File: src/design/rcf_pkg.sv
/*
 * Constants shared by the reset cause flag block: register offsets, bit
 * positions, reset values and bus widths.
 * Assumes a 32-bit APB register bus and one core clock.
 */
`default_nettype none

package rcf_pkg;

    // Bus widths
    localparam int          DATA_W        = 32;
    localparam int          ADDR_W        = 8;
    localparam int          FLAG_W        = 8;

    // Register byte offsets
    localparam logic [7:0]  OFF_FLAGS     = 8'h00;
    localparam logic [7:0]  OFF_EVENTS    = 8'h04;
    localparam logic [7:0]  OFF_MASK      = 8'h08;

    // Bit positions, shared by flags, event status and mask
    localparam int          BIT_STK_OVF   = 7;
    localparam int          BIT_STK_UNF   = 6;
    localparam int          BIT_UNUSED    = 5;
    localparam int          BIT_WDT       = 4;
    localparam int          BIT_MASTER_CLEAR_PIN      = 3;
    localparam int          BIT_RST_INSN  = 2;
    localparam int          BIT_POWER_ON  = 1;
    localparam int          BIT_BROWNOUT  = 0;

    // Value after power-on: active-low cause flags idle high, power and brown-out low
    localparam logic [7:0]  FLAGS_RESET   = 8'h1C;
    // Bits that firmware may write; the unused position is excluded
    localparam logic [7:0]  FLAGS_WR_MASK = 8'hDF;
    // Power-on is reported as a pending event right after reset
    localparam logic [7:0]  EVENTS_RESET  = 8'h02;
    localparam logic [7:0]  MASK_RESET    = 8'h00;
    localparam logic [7:0]  BYTE_ZERO     = 8'h00;
    localparam logic [31:0] WORD_ZERO     = 32'h00000000;
    localparam logic [23:0] UPPER_ZERO    = 24'h000000;

endpackage : rcf_pkg

`default_nettype wire

File: src/design/rcf_regif_if.sv
/*
 * Carrier between the APB slave and the register core.
 * Assumes both ends run on pclk; strobes are one cycle wide.
 */
`default_nettype none

interface rcf_regif_if;
    logic                        rd_req;
    logic                        wr_req;
    logic [rcf_pkg::ADDR_W-1:0]  addr;
    logic [rcf_pkg::DATA_W-1:0]  wdata;
    logic [rcf_pkg::DATA_W-1:0]  rdata;
    logic                        err;

    modport bus  (output rd_req, output wr_req, output addr, output wdata,
                  input rdata, input err);
    modport core (input rd_req, input wr_req, input addr, input wdata,
                  output rdata, output err);
endinterface : rcf_regif_if

`default_nettype wire

File: src/design/rcf_sync.sv
/*
 * Two-flop synchroniser for a vector of independent levels.
 * Assumes each bit changes slowly compared with pclk; bits are not coherent.
 */
`default_nettype none

module rcf_sync #(
    parameter int WIDTH = 7
) (
    input  wire logic             pclk,
    input  wire logic             presetn,
    input  wire logic [WIDTH-1:0] async_in,
    output var  logic [WIDTH-1:0] sync_out
);

    logic [WIDTH-1:0] stage1;

    // First stage feeds only the second stage
    always_ff @(posedge pclk or negedge presetn) begin
        if (!presetn) begin
            stage1   <= '0;
            sync_out <= '0;
        end else begin
            stage1   <= async_in;
            sync_out <= stage1;
        end
    end

endmodule : rcf_sync

`default_nettype wire

File: src/design/rcf_apb_slave.sv
/*
 * APB slave front end: one wait state, then pready with registered data.
 * Assumes a compliant APB master that holds the request until pready.
 */
`default_nettype none

module rcf_apb_slave (
    input  wire logic                       pclk,
    input  wire logic                       presetn,
    input  wire logic                       psel,
    input  wire logic                       penable,
    input  wire logic                       pwrite,
    input  wire logic [rcf_pkg::ADDR_W-1:0] paddr,
    input  wire logic [rcf_pkg::DATA_W-1:0] pwdata,
    output var  logic [rcf_pkg::DATA_W-1:0] prdata,
    output var  logic                       pready,
    output var  logic                       pslverr,
    rcf_regif_if.bus                        regif
);

    typedef enum logic {RCF_IDLE, RCF_RESP} rcf_state_t;

    rcf_state_t                 state;
    rcf_state_t                 next_state;
    logic [rcf_pkg::DATA_W-1:0] next_prdata;
    logic                       next_pready;
    logic                       next_pslverr;
    logic                       access;

    // First access cycle captures the answer; the second one completes
    assign access       = psel && penable && (state == RCF_IDLE);
    assign regif.addr   = paddr;
    assign regif.wdata  = pwdata;
    // Read side effects go with the capture edge so nothing read is lost
    assign regif.rd_req = access && !pwrite;
    // Writes land only on the completing edge
    assign regif.wr_req = psel && penable && pready && pwrite && !pslverr;

    // Handshake sequencing
    always_comb begin
        next_state   = state;
        next_prdata  = prdata;
        next_pready  = 1'b0;
        next_pslverr = 1'b0;
        case (state)
            RCF_IDLE: begin
                if (access) begin
                    next_state   = RCF_RESP;
                    next_pready  = 1'b1;
                    next_pslverr = regif.err;
                    next_prdata  = pwrite ? rcf_pkg::WORD_ZERO : regif.rdata;
                end
            end
            RCF_RESP: begin
                next_state = RCF_IDLE;
            end
            default: begin
                next_state = RCF_IDLE;
            end
        endcase
    end

    // Registered answer
    always_ff @(posedge pclk or negedge presetn) begin
        if (!presetn) begin
            state   <= RCF_IDLE;
            prdata  <= rcf_pkg::WORD_ZERO;
            pready  <= 1'b0;
            pslverr <= 1'b0;
        end else begin
            state   <= next_state;
            prdata  <= next_prdata;
            pready  <= next_pready;
            pslverr <= next_pslverr;
        end
    end

endmodule : rcf_apb_slave

`default_nettype wire

File: src/design/rcf_top.sv
/*
 * Reset cause flag register with APB access, event status and interrupt.
 * Assumes presetn is the power-on reset of the core domain; every other
 * reset source arrives as an asynchronous level from its own block.
 */
// Functional notes
// - A stack overflow sets the overflow flag, which stays 0 until one occurs or firmware clears it.
// - A stack underflow sets the underflow flag, which stays 0 until one occurs or firmware clears it.
// - Bit 5 is not implemented, always reads zero and ignores writes.
// - A watchdog timeout clears the watchdog flag, which otherwise reads 1 and firmware can re-arm.
// - A master-clear pin reset clears the master-clear flag, which firmware can set back to 1.
// - A reset instruction clears the instruction flag, which otherwise reads 1 and can be re-armed.
// - The power-on bit reads 0 after power-on and firmware writes it to 1 to detect the next.
// - The brown-out bit reads 0 after brown-out or power-on and firmware writes it back to 1.
`default_nettype none

module rcf_top (
    input  wire logic                       pclk,
    input  wire logic                       presetn,
    input  wire logic                       psel,
    input  wire logic                       penable,
    input  wire logic                       pwrite,
    input  wire logic [rcf_pkg::ADDR_W-1:0] paddr,
    input  wire logic [rcf_pkg::DATA_W-1:0] pwdata,
    output var  logic [rcf_pkg::DATA_W-1:0] prdata,
    output var  logic                       pready,
    output var  logic                       pslverr,
    input  wire logic                       stack_overflow,
    input  wire logic                       stack_underflow,
    input  wire logic                       watchdog_timeout,
    input  wire logic                       master_clear_pin_n,
    input  wire logic                       reset_instruction,
    input  wire logic                       brownout,
    output var  logic [rcf_pkg::FLAG_W-1:0] reset_cause_flags,
    output var  logic                       irq
);

    localparam int N_SRC = 6;

    // Source index inside the synchronised vector
    localparam int SRC_OVF  = 0;
    localparam int SRC_UNF  = 1;
    localparam int SRC_WDT  = 2;
    localparam int SRC_MASTER_CLEAR_PIN = 3;
    localparam int SRC_RI   = 4;
    localparam int SRC_BOR  = 5;

    rcf_regif_if regif ();

    logic [N_SRC-1:0]           src_raw;
    logic [N_SRC-1:0]           src_sync;
    logic [N_SRC-1:0]           src_prev;
    logic [N_SRC-1:0]           next_src_prev;
    logic [N_SRC-1:0]           src_rise;

    logic [rcf_pkg::FLAG_W-1:0] evt;
    logic [rcf_pkg::FLAG_W-1:0] events;
    logic [rcf_pkg::FLAG_W-1:0] next_events;
    logic [rcf_pkg::FLAG_W-1:0] mask;
    logic [rcf_pkg::FLAG_W-1:0] next_mask;
    logic [rcf_pkg::FLAG_W-1:0] next_flags;
    logic                       next_irq;

    logic                       wr_flags;
    logic                       wr_mask;
    logic                       rd_events;
    logic [rcf_pkg::FLAG_W-1:0] wbyte;
    logic [rcf_pkg::FLAG_W-1:0] rbyte;

    // Address match, used for every register
    function automatic logic rcf_hit(
        input logic [rcf_pkg::ADDR_W-1:0] addr,
        input logic [7:0]                 off
    );
        rcf_hit = (addr == off);
    endfunction : rcf_hit

    // Bus front end
    rcf_apb_slave u_apb (
        .pclk    (pclk),
        .presetn (presetn),
        .psel    (psel),
        .penable (penable),
        .pwrite  (pwrite),
        .paddr   (paddr),
        .pwdata  (pwdata),
        .prdata  (prdata),
        .pready  (pready),
        .pslverr (pslverr),
        .regif   (regif.bus)
    );

    // Pin is active low; invert ahead of the synchroniser so idle is 0
    assign src_raw[SRC_OVF]  = stack_overflow;
    assign src_raw[SRC_UNF]  = stack_underflow;
    assign src_raw[SRC_WDT]  = watchdog_timeout;
    assign src_raw[SRC_MASTER_CLEAR_PIN] = !master_clear_pin_n;
    assign src_raw[SRC_RI]   = reset_instruction;
    assign src_raw[SRC_BOR]  = brownout;

    // Every source is asynchronous to pclk
    rcf_sync #(
        .WIDTH (N_SRC)
    ) u_sync (
        .pclk     (pclk),
        .presetn  (presetn),
        .async_in (src_raw),
        .sync_out (src_sync)
    );

    // Rising edge per source: a held level counts once
    assign next_src_prev = src_sync;
    assign src_rise      = src_sync & ~src_prev;

    always_ff @(posedge pclk or negedge presetn) begin
        if (!presetn) begin
            src_prev <= '0;
        end else begin
            src_prev <= next_src_prev;
        end
    end

    // Event vector in register layout; power-on comes only through presetn
    always_comb begin
        evt                        = rcf_pkg::BYTE_ZERO;
        evt[rcf_pkg::BIT_STK_OVF]  = src_rise[SRC_OVF];
        evt[rcf_pkg::BIT_STK_UNF]  = src_rise[SRC_UNF];
        evt[rcf_pkg::BIT_WDT]      = src_rise[SRC_WDT];
        evt[rcf_pkg::BIT_MASTER_CLEAR_PIN]     = src_rise[SRC_MASTER_CLEAR_PIN];
        evt[rcf_pkg::BIT_RST_INSN] = src_rise[SRC_RI];
        evt[rcf_pkg::BIT_BROWNOUT] = src_rise[SRC_BOR];
    end

    // Register decode
    assign wbyte     = regif.wdata[rcf_pkg::FLAG_W-1:0];
    assign wr_flags  = regif.wr_req && rcf_hit(regif.addr, rcf_pkg::OFF_FLAGS);
    assign wr_mask   = regif.wr_req && rcf_hit(regif.addr, rcf_pkg::OFF_MASK);
    assign rd_events = regif.rd_req && rcf_hit(regif.addr, rcf_pkg::OFF_EVENTS);

    // Unmapped offsets answer with pslverr
    assign regif.err = !(rcf_hit(regif.addr, rcf_pkg::OFF_FLAGS)
                      || rcf_hit(regif.addr, rcf_pkg::OFF_EVENTS)
                      || rcf_hit(regif.addr, rcf_pkg::OFF_MASK));

    // Read mux; upper bits of each word read as zero
    always_comb begin
        rbyte = rcf_pkg::BYTE_ZERO;
        if (rcf_hit(regif.addr, rcf_pkg::OFF_FLAGS)) begin
            rbyte = reset_cause_flags & rcf_pkg::FLAGS_WR_MASK;
        end else if (rcf_hit(regif.addr, rcf_pkg::OFF_EVENTS)) begin
            rbyte = events;
        end else if (rcf_hit(regif.addr, rcf_pkg::OFF_MASK)) begin
            rbyte = mask;
        end
        regif.rdata = {rcf_pkg::UPPER_ZERO, rbyte};
    end

    // Cause flags: firmware write first, then hardware events override it,
    // so an event landing in the same cycle as a write is never lost.
    // Each event touches its own bit only.
    always_comb begin
        next_flags = reset_cause_flags;
        if (wr_flags) begin
            next_flags = wbyte & rcf_pkg::FLAGS_WR_MASK;
        end
        if (evt[rcf_pkg::BIT_STK_OVF]) begin
            next_flags[rcf_pkg::BIT_STK_OVF] = 1'b1;
        end
        if (evt[rcf_pkg::BIT_STK_UNF]) begin
            next_flags[rcf_pkg::BIT_STK_UNF] = 1'b1;
        end
        if (evt[rcf_pkg::BIT_WDT]) begin
            next_flags[rcf_pkg::BIT_WDT] = 1'b0;
        end
        if (evt[rcf_pkg::BIT_MASTER_CLEAR_PIN]) begin
            next_flags[rcf_pkg::BIT_MASTER_CLEAR_PIN] = 1'b0;
        end
        if (evt[rcf_pkg::BIT_RST_INSN]) begin
            next_flags[rcf_pkg::BIT_RST_INSN] = 1'b0;
        end
        if (evt[rcf_pkg::BIT_BROWNOUT]) begin
            next_flags[rcf_pkg::BIT_BROWNOUT] = 1'b0;
        end
        next_flags[rcf_pkg::BIT_UNUSED] = 1'b0;
    end

    // Power-on loads idle values: power-on and brown-out bits read 0
    always_ff @(posedge pclk or negedge presetn) begin
        if (!presetn) begin
            reset_cause_flags <= rcf_pkg::FLAGS_RESET;
        end else begin
            reset_cause_flags <= next_flags;
        end
    end

    // Event status: clear-on-read only of the bits returned, new events win
    always_comb begin
        next_events = events;
        if (rd_events) begin
            next_events = events & ~rbyte;
        end
        next_events = next_events | evt;
        next_mask   = mask;
        if (wr_mask) begin
            next_mask = wbyte & rcf_pkg::FLAGS_WR_MASK;
        end
        // Taken from next values so irq tracks status without extra lag
        next_irq    = |(next_events & next_mask);
    end

    always_ff @(posedge pclk or negedge presetn) begin
        if (!presetn) begin
            events <= rcf_pkg::EVENTS_RESET;
            mask   <= rcf_pkg::MASK_RESET;
            irq    <= 1'b0;
        end else begin
            events <= next_events;
            mask   <= next_mask;
            irq    <= next_irq;
        end
    end

endmodule : rcf_top

`default_nettype wire

File: config.mk
export PLATFORM = sky130hd
export DESIGN_NAME = rcf_top
export DESIGN_NICKNAME = d
export VERILOG_FILES = /design/src/design/rcf_pkg.sv /design/src/design/rcf_regif_if.sv /design/src/design/rcf_sync.sv /design/src/design/rcf_apb_slave.sv /design/src/design/rcf_top.sv
export SDC_FILE = /design/constraint.sdc
export NUM_CORES = 1
export LEC_CHECK = 0
export BUFFER_PORTS_ARGS = -buffer_cell sky130_fd_sc_hd__clkbuf_2
export CAP_MARGIN = 20
export CORE_ASPECT_RATIO = 1.5
export CORE_MARGIN = 1
export CORE_UTILIZATION = 30
export DETAILED_ROUTE_END_ITERATION = 12
export MAX_ROUTING_LAYER = met4
export SLEW_MARGIN = 20
export SYNTH_ARGS = -nofsm -noshare
export SYNTH_HDL_FRONTEND = slang
export SYNTH_SLANG_ARGS = --single-unit
File: constraint.sdc
create_clock -name pclk -period 1.8 [get_ports pclk]
set_input_delay 0.09 -clock pclk [delete_from_list [all_inputs] [get_ports pclk]]
set_output_delay 0.09 -clock pclk [all_outputs]
set_load 0.03 [all_outputs]
==> results of run 1 <==
-- state kept, by name (all words and copies together) (netlist names) --
name and count:
irq 1, reset_cause_flags 7, events 8, u_sync.stage1 6
u_apb.prdata 8, u_sync.sync_out 6, src_prev 6, u_apb.pslverr 1
u_apb.pready 1, mask 8
-- worst min path at each step --
stage                          from                    to  slack [ns]  cells past startpoint
final                     pwdata[4]               mask[4]        0.02                      3
after global routing      pwdata[7]  reset_cause_flags[7]        0.03                      3
after CTS                 pwdata[7]  reset_cause_flags[7]        0.01                      3
after detailed placement    presetn    u_sync.sync_out[2]        0.11                      2
after global placement      presetn               mask[4]        0.11                      2
after floorplan             presetn             events[0]       -0.21                      0
-- Yosys cell counts (3+ instances only) --
cell | n | area, µm²
dfstp_2 | 4 | 105
inv_1 | 5 | 18.8
a22o_1 | 7 | 61.3
nor2b_1 | 6 | 37.5
nor2_1 | 8 | 30.0
mux2_2 | 7 | 78.8
nand4b_1 | 5 | 43.8
dfrtp_1 | 48 | 1200
o21ai_0 | 9 | 45.0
nand2_1 | 14 | 52.6
buf_4 | 25 | 188
mux2i_1 | 13 | 130
clkbuf_1 | 3 | 11.3
a21oi_1 | 4 | 20.0
-- metal layers --
| layer | wire (µm) | vias up |
|---|---|---|
| met4 | 81 | 0 |
| met2 | 2260 | 62 |
| met3 | 286 | 6 |
| met5 | 0 | - |
| met1 | 1950 | 749 |
| li1 | - | 729 |
-- power breakdown --
part	internal, mW	switching, mW
registers	1.19	0.00910
clock network	0.412	0.385
logic	0.0638	0.151
-- kinds of logic (layout without fill, tap and decap cells) --
group | count (synthesis) | in the layout | share of synthesized area
flip-flops | 52 | 52 | 0.584
AND/OR/NAND/NOR | 47 | 47 | 0.120
buffers and inverters | 36 | 81 | 0.106
AO/OA/AOI/OAI | 30 | 30 | 0.0945
multiplexers | 20 | 20 | 0.0934
other | 1 | 25 | 0.00168
-- cells in the final DEF, fill, tap and decap left out, drive strengths merged, types with 2 or more instances in the layout --
| cell type | instances |
|---|---|
| dfrtp | 48 |
| nor2b | 6 |
| inv | 5 |
| nor2 | 8 |
| o2bb2ai | 2 |
| clkbuf | 48 |
| a22o | 7 |
| o21ai | 9 |
| dlygate4sd3 | 7 |
| conb | 25 |
| or2 | 2 |
| mux2 | 7 |
| a21oi | 4 |
| nand3b | 2 |
| mux2i | 13 |
| nor4 | 2 |
| and2 | 2 |
| buf | 18 |
| dfstp | 4 |
| nand4b | 5 |
| a21o | 3 |
| nand2 | 14 |
-- timing repair --
action,CTS,global route
pin swaps,0,3
hold endpoints to repair,54,0
hold buffers,7,0
endpoints found under the setup margin,1,2
cloned,0,0
buffers inserted,0,3
resized for setup,0,5
-- final cells by class --
type | instances | area [µm²] | share of cell area
multi-input cells | 122 | 810 | 0.288
repair buffers | 68 | 440 | 0.157
clock buffers | 5 | 68.8 | 0.0245
flip-flops and latches | 52 | 1310 | 0.465
inverters | 5 | 18.8 | 0.00667
clock inverters | 3 | 42.5 | 0.0151
well taps | 100 | 125 | 0.0445
-- metrics by stage --
step	cell area, µm²	TNS (ns)	setup WS (ns)	hold slack, ns	std cells
finish	2810	-0.241	-0.241	0.0210	355
global placement	2590	-0.718	-0.404	0.106	337
floorplan	2350	-0.221	-0.221	-0.206	210
CTS	2770	-0.226	-0.226	0.0102	352
global route	2810	-0.334	-0.306	0.0350	355
detailed placement	2590	-0.889	-0.424	0.107	337
-- worst max-delay path, cell delays in order (launching register included) --
cell	delay (ns)
dfrtp_2	0.41
nand3b_1	0.22
nor4_4	0.29
buf_4	0.18
mux2_4	0.31
a222oi_1	0.37
nand4b_1	0.13
==> results summary, run 1 <==
Once layout is complete, the utilization of the core stands at 0.389. The minimum clock period came out at 2.04 ns. The initial core utilization came out at 0.310. Of the cells placed in the final design, the portion with a size suffix greater than 1 is 0.357.

The number of H-tree branching levels is 2. The number of buffers created by CTS came out at 5. The met3 track demand over resource came out at 0.0356. The number of DRC violations after detailed routing is 0. The sequential cell area fraction in the yosys report came out at 0.584. The final-report max-slew violation count came to 0.

Dividing total power by cell area gives a power density of 787 nW/µm². The checks that failed: negative setup slack. The total power draw is 2.21 mW. The number of hold violations in the final report came out at 0. The half-perimeter wire length of the detailed placement result is 3240 µm. The number of vias per cell after detailed routing came out at 4.35. Measured in cells, the most critical reg-to-reg path has a length of 6. The gate count after technology mapping is 186. The antenna cell count came out at 0. The floorplan row count came out at 38. The clock transition at the registers of the reported paths came out at 0.10 ns.

The worst IR drop on VDD is 0.000299 V. Setup repair after global routing could not meet its margin everywhere. Following the worst setup path forward leads to its endpoint at irq. The layout overhead on the synthesized area came out at 25.8%. Across all setup checks in the final design, the least slack found is -0.241 ns. The clock latency on the worst-skew pair came out at 0.31 ns. The layout has 748 filler cells. The die height is 108 µm. The worst setup path is of the flip-flop to flip-flop kind. In this run the horizontal extent of the chip is 72.5 µm. For this run, global-route usage on met2 was measured as 0.217. In this run the remaining antenna-violating nets after routing total 0. For this block, the via count after detailed routing is 1546. The via count of the first global-routing pass came to 1462.

The highest net fanout along the worst path came out at 4. The first global-routing pass estimated 7290 µm of wire. The per-cell routed wire length is 12.9 µm. The worst clock skew is 0.0111 ns. The worst register-to-register path ends at irq.

Global routing finished with a remaining overflow of 0. The routing layer with the top usage in global route is met2. In this run the worst setup path begins at u_apb.pslverr. The average cell area after synthesis is 12.0 µm². The highest clock frequency the design can meet is 490 MHz. Summed over all cells, the static leakage comes to 1.40 nW. The number of synthesized flops with an enable pin came out at 0. Data on the critical path is required at its endpoint by 1.98 ns. The unique cell type count in the Yosys netlist came out at 37. TritonCTS built the clock tree. The setup check on the worst reg-to-reg path leaves a slack of -0.24 ns.

The routed design has 4590 µm of wire. The post-synthesis sequential element count is 52. STA classifies the critical path startpoint as a flip-flop.

The core region is 7230 µm². The total track usage came out at 0.131. The area enclosed by the die boundary came out at 7810 µm². The most common flop cell mapped by yosys is dfrtp_1. The post-layout net count is 305. Clock tree synthesis selected as its root buffer the cell clkbuf_8. After synthesis, the share of flip-flops with an asynchronous set or reset is 1.00.

The top-level port count came out at 94. The part of the cycle the worst path needs is 1.13. The count of clock tree sinks is 52. The largest buffer count on any clock path came out at 2. The critical path capture point type is a flip-flop.

During synthesis, Yosys emitted a total of 0 warnings. The worst min-delay path class is input port to flip-flop. In this run, the number of DRC markers left after iteration 0 of detailed routing was 77. The initial antenna violation count was 0. The combined area of all synthesized cells is 2240 µm². At the end of routability-driven placement, the weighted congestion stood at 0.815. The worst reg2reg path startpoint is u_apb.pslverr. The signal arrival time at the worst endpoint came out at 2.22 ns. The run finished, with violations left. The maximum number of pins on one net before global-route repair is 53. The number of setup violations in the final report is 1.

The number of detailed-route iterations in the first pass came out at 5. The number of buffers inserted by port buffering is 43. The met1 usage in global routing came out at 0.145. The number of maximum-capacitance constraint violations is 0.
No activity file was read; power rests on OpenSTA's default activity.
==> inputs of run 2 (changes only) <==
==> constraint.sdc (replaced) <==
create_clock -name pclk -period 1.8 [get_ports pclk]
set_input_delay 0 -clock pclk [delete_from_list [all_inputs] [get_ports pclk]]
set_output_delay 0 -clock pclk [all_outputs]
set_load 0.03 [all_outputs]
==> run 2 against run 1 <==
  * Fmax grew 4.5%
  * Via count is 1.3% lower
  * Sequential share of layout area down 0.87 points
  * Largest power group unchanged
  * The run still ends with negative setup slack left
  * Cell count is 1.4% higher
  * Critical path depth fell by 1
  * Non-clock buffer count rose by 5
  * Total power is 4.3% higher
  * Highest routed layer unchanged
  * Wire length is 0.24% lower
  * First-iteration DRC count increased by 23%
  * Setup slack better by 0.088 ns
==> results summary, run 2 (synthesized netlist as in run 1, its figures left out) <==
The total number of vias came out at 1526. The depth of the most critical reg-to-reg path came out at 5. The number of hold violations in the final report is 0.

The path class of the tightest hold or removal check is input port to flip-flop. After detailed routing, the average wire length per cell comes to 12.7 µm. STA classifies the critical path endpoint as a flip-flop. Routability-driven placement finished with a final weighted congestion of 0.847. The worst hold path passes through 4 cells. TritonCTS built the clock tree. Traced cell by cell, the critical path runs through nand3b_1 > or4b_4 > a21o_2 > a222oi_1 > nand4b_1. Setup repair after global routing could not meet its margin everywhere. The number of standard cells in the final layout excluding fillers is 360. The initial antenna violation count was 0. TritonCTS created 5 clock buffers.

The antenna cell count came out at 0. The total grt overflow came out at 0. The top cell types in the final layout, fill and taps aside, are 46 x dfrtp_1, 43 x clkbuf_2, 25 x conb_1.

The final-report max-slew violation count is 0. The number of placed instances, taps included is 338. The via count of the first global-routing pass is 1457. Summed over all cells, the static leakage comes to 1.41 nW. The count of clock tree sinks came out at 52. The number of logic stages on the critical path including buffering is 5. The highest clock frequency the design can meet is 512 MHz. The data required time at the worst endpoint came out at 1.99 ns. The total power draw is 2.31 mW. Row generation in the floorplan step produced 38 rows. The internal reg-to-reg setup slack came out at -0.15 ns. The final instance area is 2870 µm². The number of DRC violations after detailed routing came out at 0. The clock transition at the registers of the reported paths came out at 0.09 ns. The run finished, with violations left.

The later pin in the worst-skew pair is clocked with a latency of 0.31 ns. The half-perimeter wire length of the detailed placement result came out at 3220 µm. The power density relative to cell area came out at 805 nW/µm². On the worst path, the slowest cell contributes a delay of 0.53 ns.

The maximum number of pins on one net before global-route repair came out at 53. The number of antenna-violating nets in the routed design came out at 0. The number of H-tree branching levels is 2. Using the TritonRoute via totals, the vias-per-cell ratio works out to 4.24.

The largest registers in the layout are events (8), mask (8), u_apb.prdata (8). The minimum clock period came out at 1.95 ns. The critical path contains buffers and inverters numbering 0 combined.

STA classifies the critical path startpoint as a flip-flop. For this configuration, the core starts out at a cell density of 0.310. The layout overhead on the synthesized area is 28.2%. Fill cells in the final layout number 738. The worst-case IR drop observed on VDD is 0.000270 V. The area enclosed by the die boundary came out at 7810 µm². The sum of negative setup slack came out at -0.153 ns. The worst clock skew is 0.00865 ns. The die height came out at 108 µm. Leaving out fill and tap cells, the most frequent cell in the layout is dfrtp_1. The highest net fanout along the worst path came out at 4. The signal arrival time at the worst endpoint came out at 2.14 ns. The proportion of layout cells with a drive suffix above 1 is 0.342. Setup violations remaining at the end of the flow were counted as 1. The top-level port count came out at 94. The part of the cycle the worst path needs is 1.08. The cell at the slowest stage of the critical path is or4b_4. The tool flagged a number of max-cap violations equal to 0. The setup slack of the critical path after layout is -0.153 ns.

The number of buffers inserted by port buffering came out at 43. The post-layout net count is 310. Measured on the finished design, the core utilization comes to 0.397. The area of the core is 7230 µm².

The final reports fail on negative setup slack. The number of detailed-route iterations in the first pass came out at 5. The largest buffer count on any clock path came out at 2. The first-pass GRT wire length is 7070 µm. The start-to-end type of the worst setup path is flip-flop to flip-flop. Summing all placed instances gives a cell area of 2590 µm². The wire length after detailed routing is 4580 µm. Measured along the x axis, the die boundary spans 72.5 µm.

In the global route stage, overall resource usage came out at 0.127. The number of design-rule violations left by the first detailed-router iteration is 95. The tree is rooted in a clkbuf_8. The cell family contributing the most delay on the critical path is simple AND/OR/NAND/NOR gates.

The post-CTS setup-driven buffer insertion count is 0.
==> run 2: cell count changes in the layout (fill, tap and decap cells not counted) <==
cell           before  now
buf_6               2    0
clkbuf_8            5    7
clkinv_2            1    0
clkinvlp_4          1    0
dlygate4sd3_1       7   14
nor4_2              0    1
nor4_4              1    0
==> run 2: power by group <==
group	leakage, nW	switching [mW]	total, mW	internal [mW]
Clock	0.0645	0.389	0.880	0.491
Combinational	0.725	0.153	0.228	0.0744
Sequential	0.624	0.00882	1.20	1.19
Total	1.41	0.551	2.31	1.76
==> run 2: final timing paths <==
path,end,startpoint
setup / recovery,irq,u_apb.pready
hold / removal,u_apb.pslverr,paddr[2]
setup reg to reg,irq,u_apb.pready
hold reg to reg,u_sync.sync_out[1],u_sync.stage1[1]
max in group asynchronous,reset_cause_flags[3],presetn
min in group asynchronous,u_apb.prdata[4],presetn
==> run 2: cell type report <==
class,count,area [µm²],area share
Timing Repair Buffer,73,488,0.170
Clock inverter,1,30.0,0.0105
Clock buffer,7,96.3,0.0336
Multi-Input combinational cell,122,801,0.279
Sequential cell,52,1310,0.456
Inverter,5,18.8,0.00654
Tap cell,100,125,0.0436
==> run 2: worst reg2reg max path, delay by kind of cell (launching register included) <==
kind             cells  cell delay, ns
flip-flops           1            0.41
AO/OA/AOI/OAI        2            0.59
AND/OR/NAND/NOR      3            0.85
==> run 2: layer usage <==
| metal | wire length (µm) | track usage |
|---|---|---|
| met1 | 1940 | 0.139 |
| met5 | 0 | - |
| met3 | 216 | 0.0272 |
| met2 | 2320 | 0.214 |
| met4 | 99 | 0.0630 |
==> run 2: per-stage QoR <==
stage	hold slack, ns	setup slack, ns
after global routing	0.123	-0.274
after detailed placement	0.0198	-0.299
after floorplan	-0.296	-0.221
final	0.122	-0.153
after CTS	0.0952	-0.177
after global placement	0.0151	-0.270
==> run 2: repair_timing <==
| action | 4_1_cts | 5_1_grt |
|---|---|---|
| endpoints found under the setup margin | 1 | 2 |
| gates resized for setup | 2 | 1 |
| cloned | 0 | 0 |
| hold endpoints to repair | 72 | 0 |
| hold buffers | 14 | 0 |
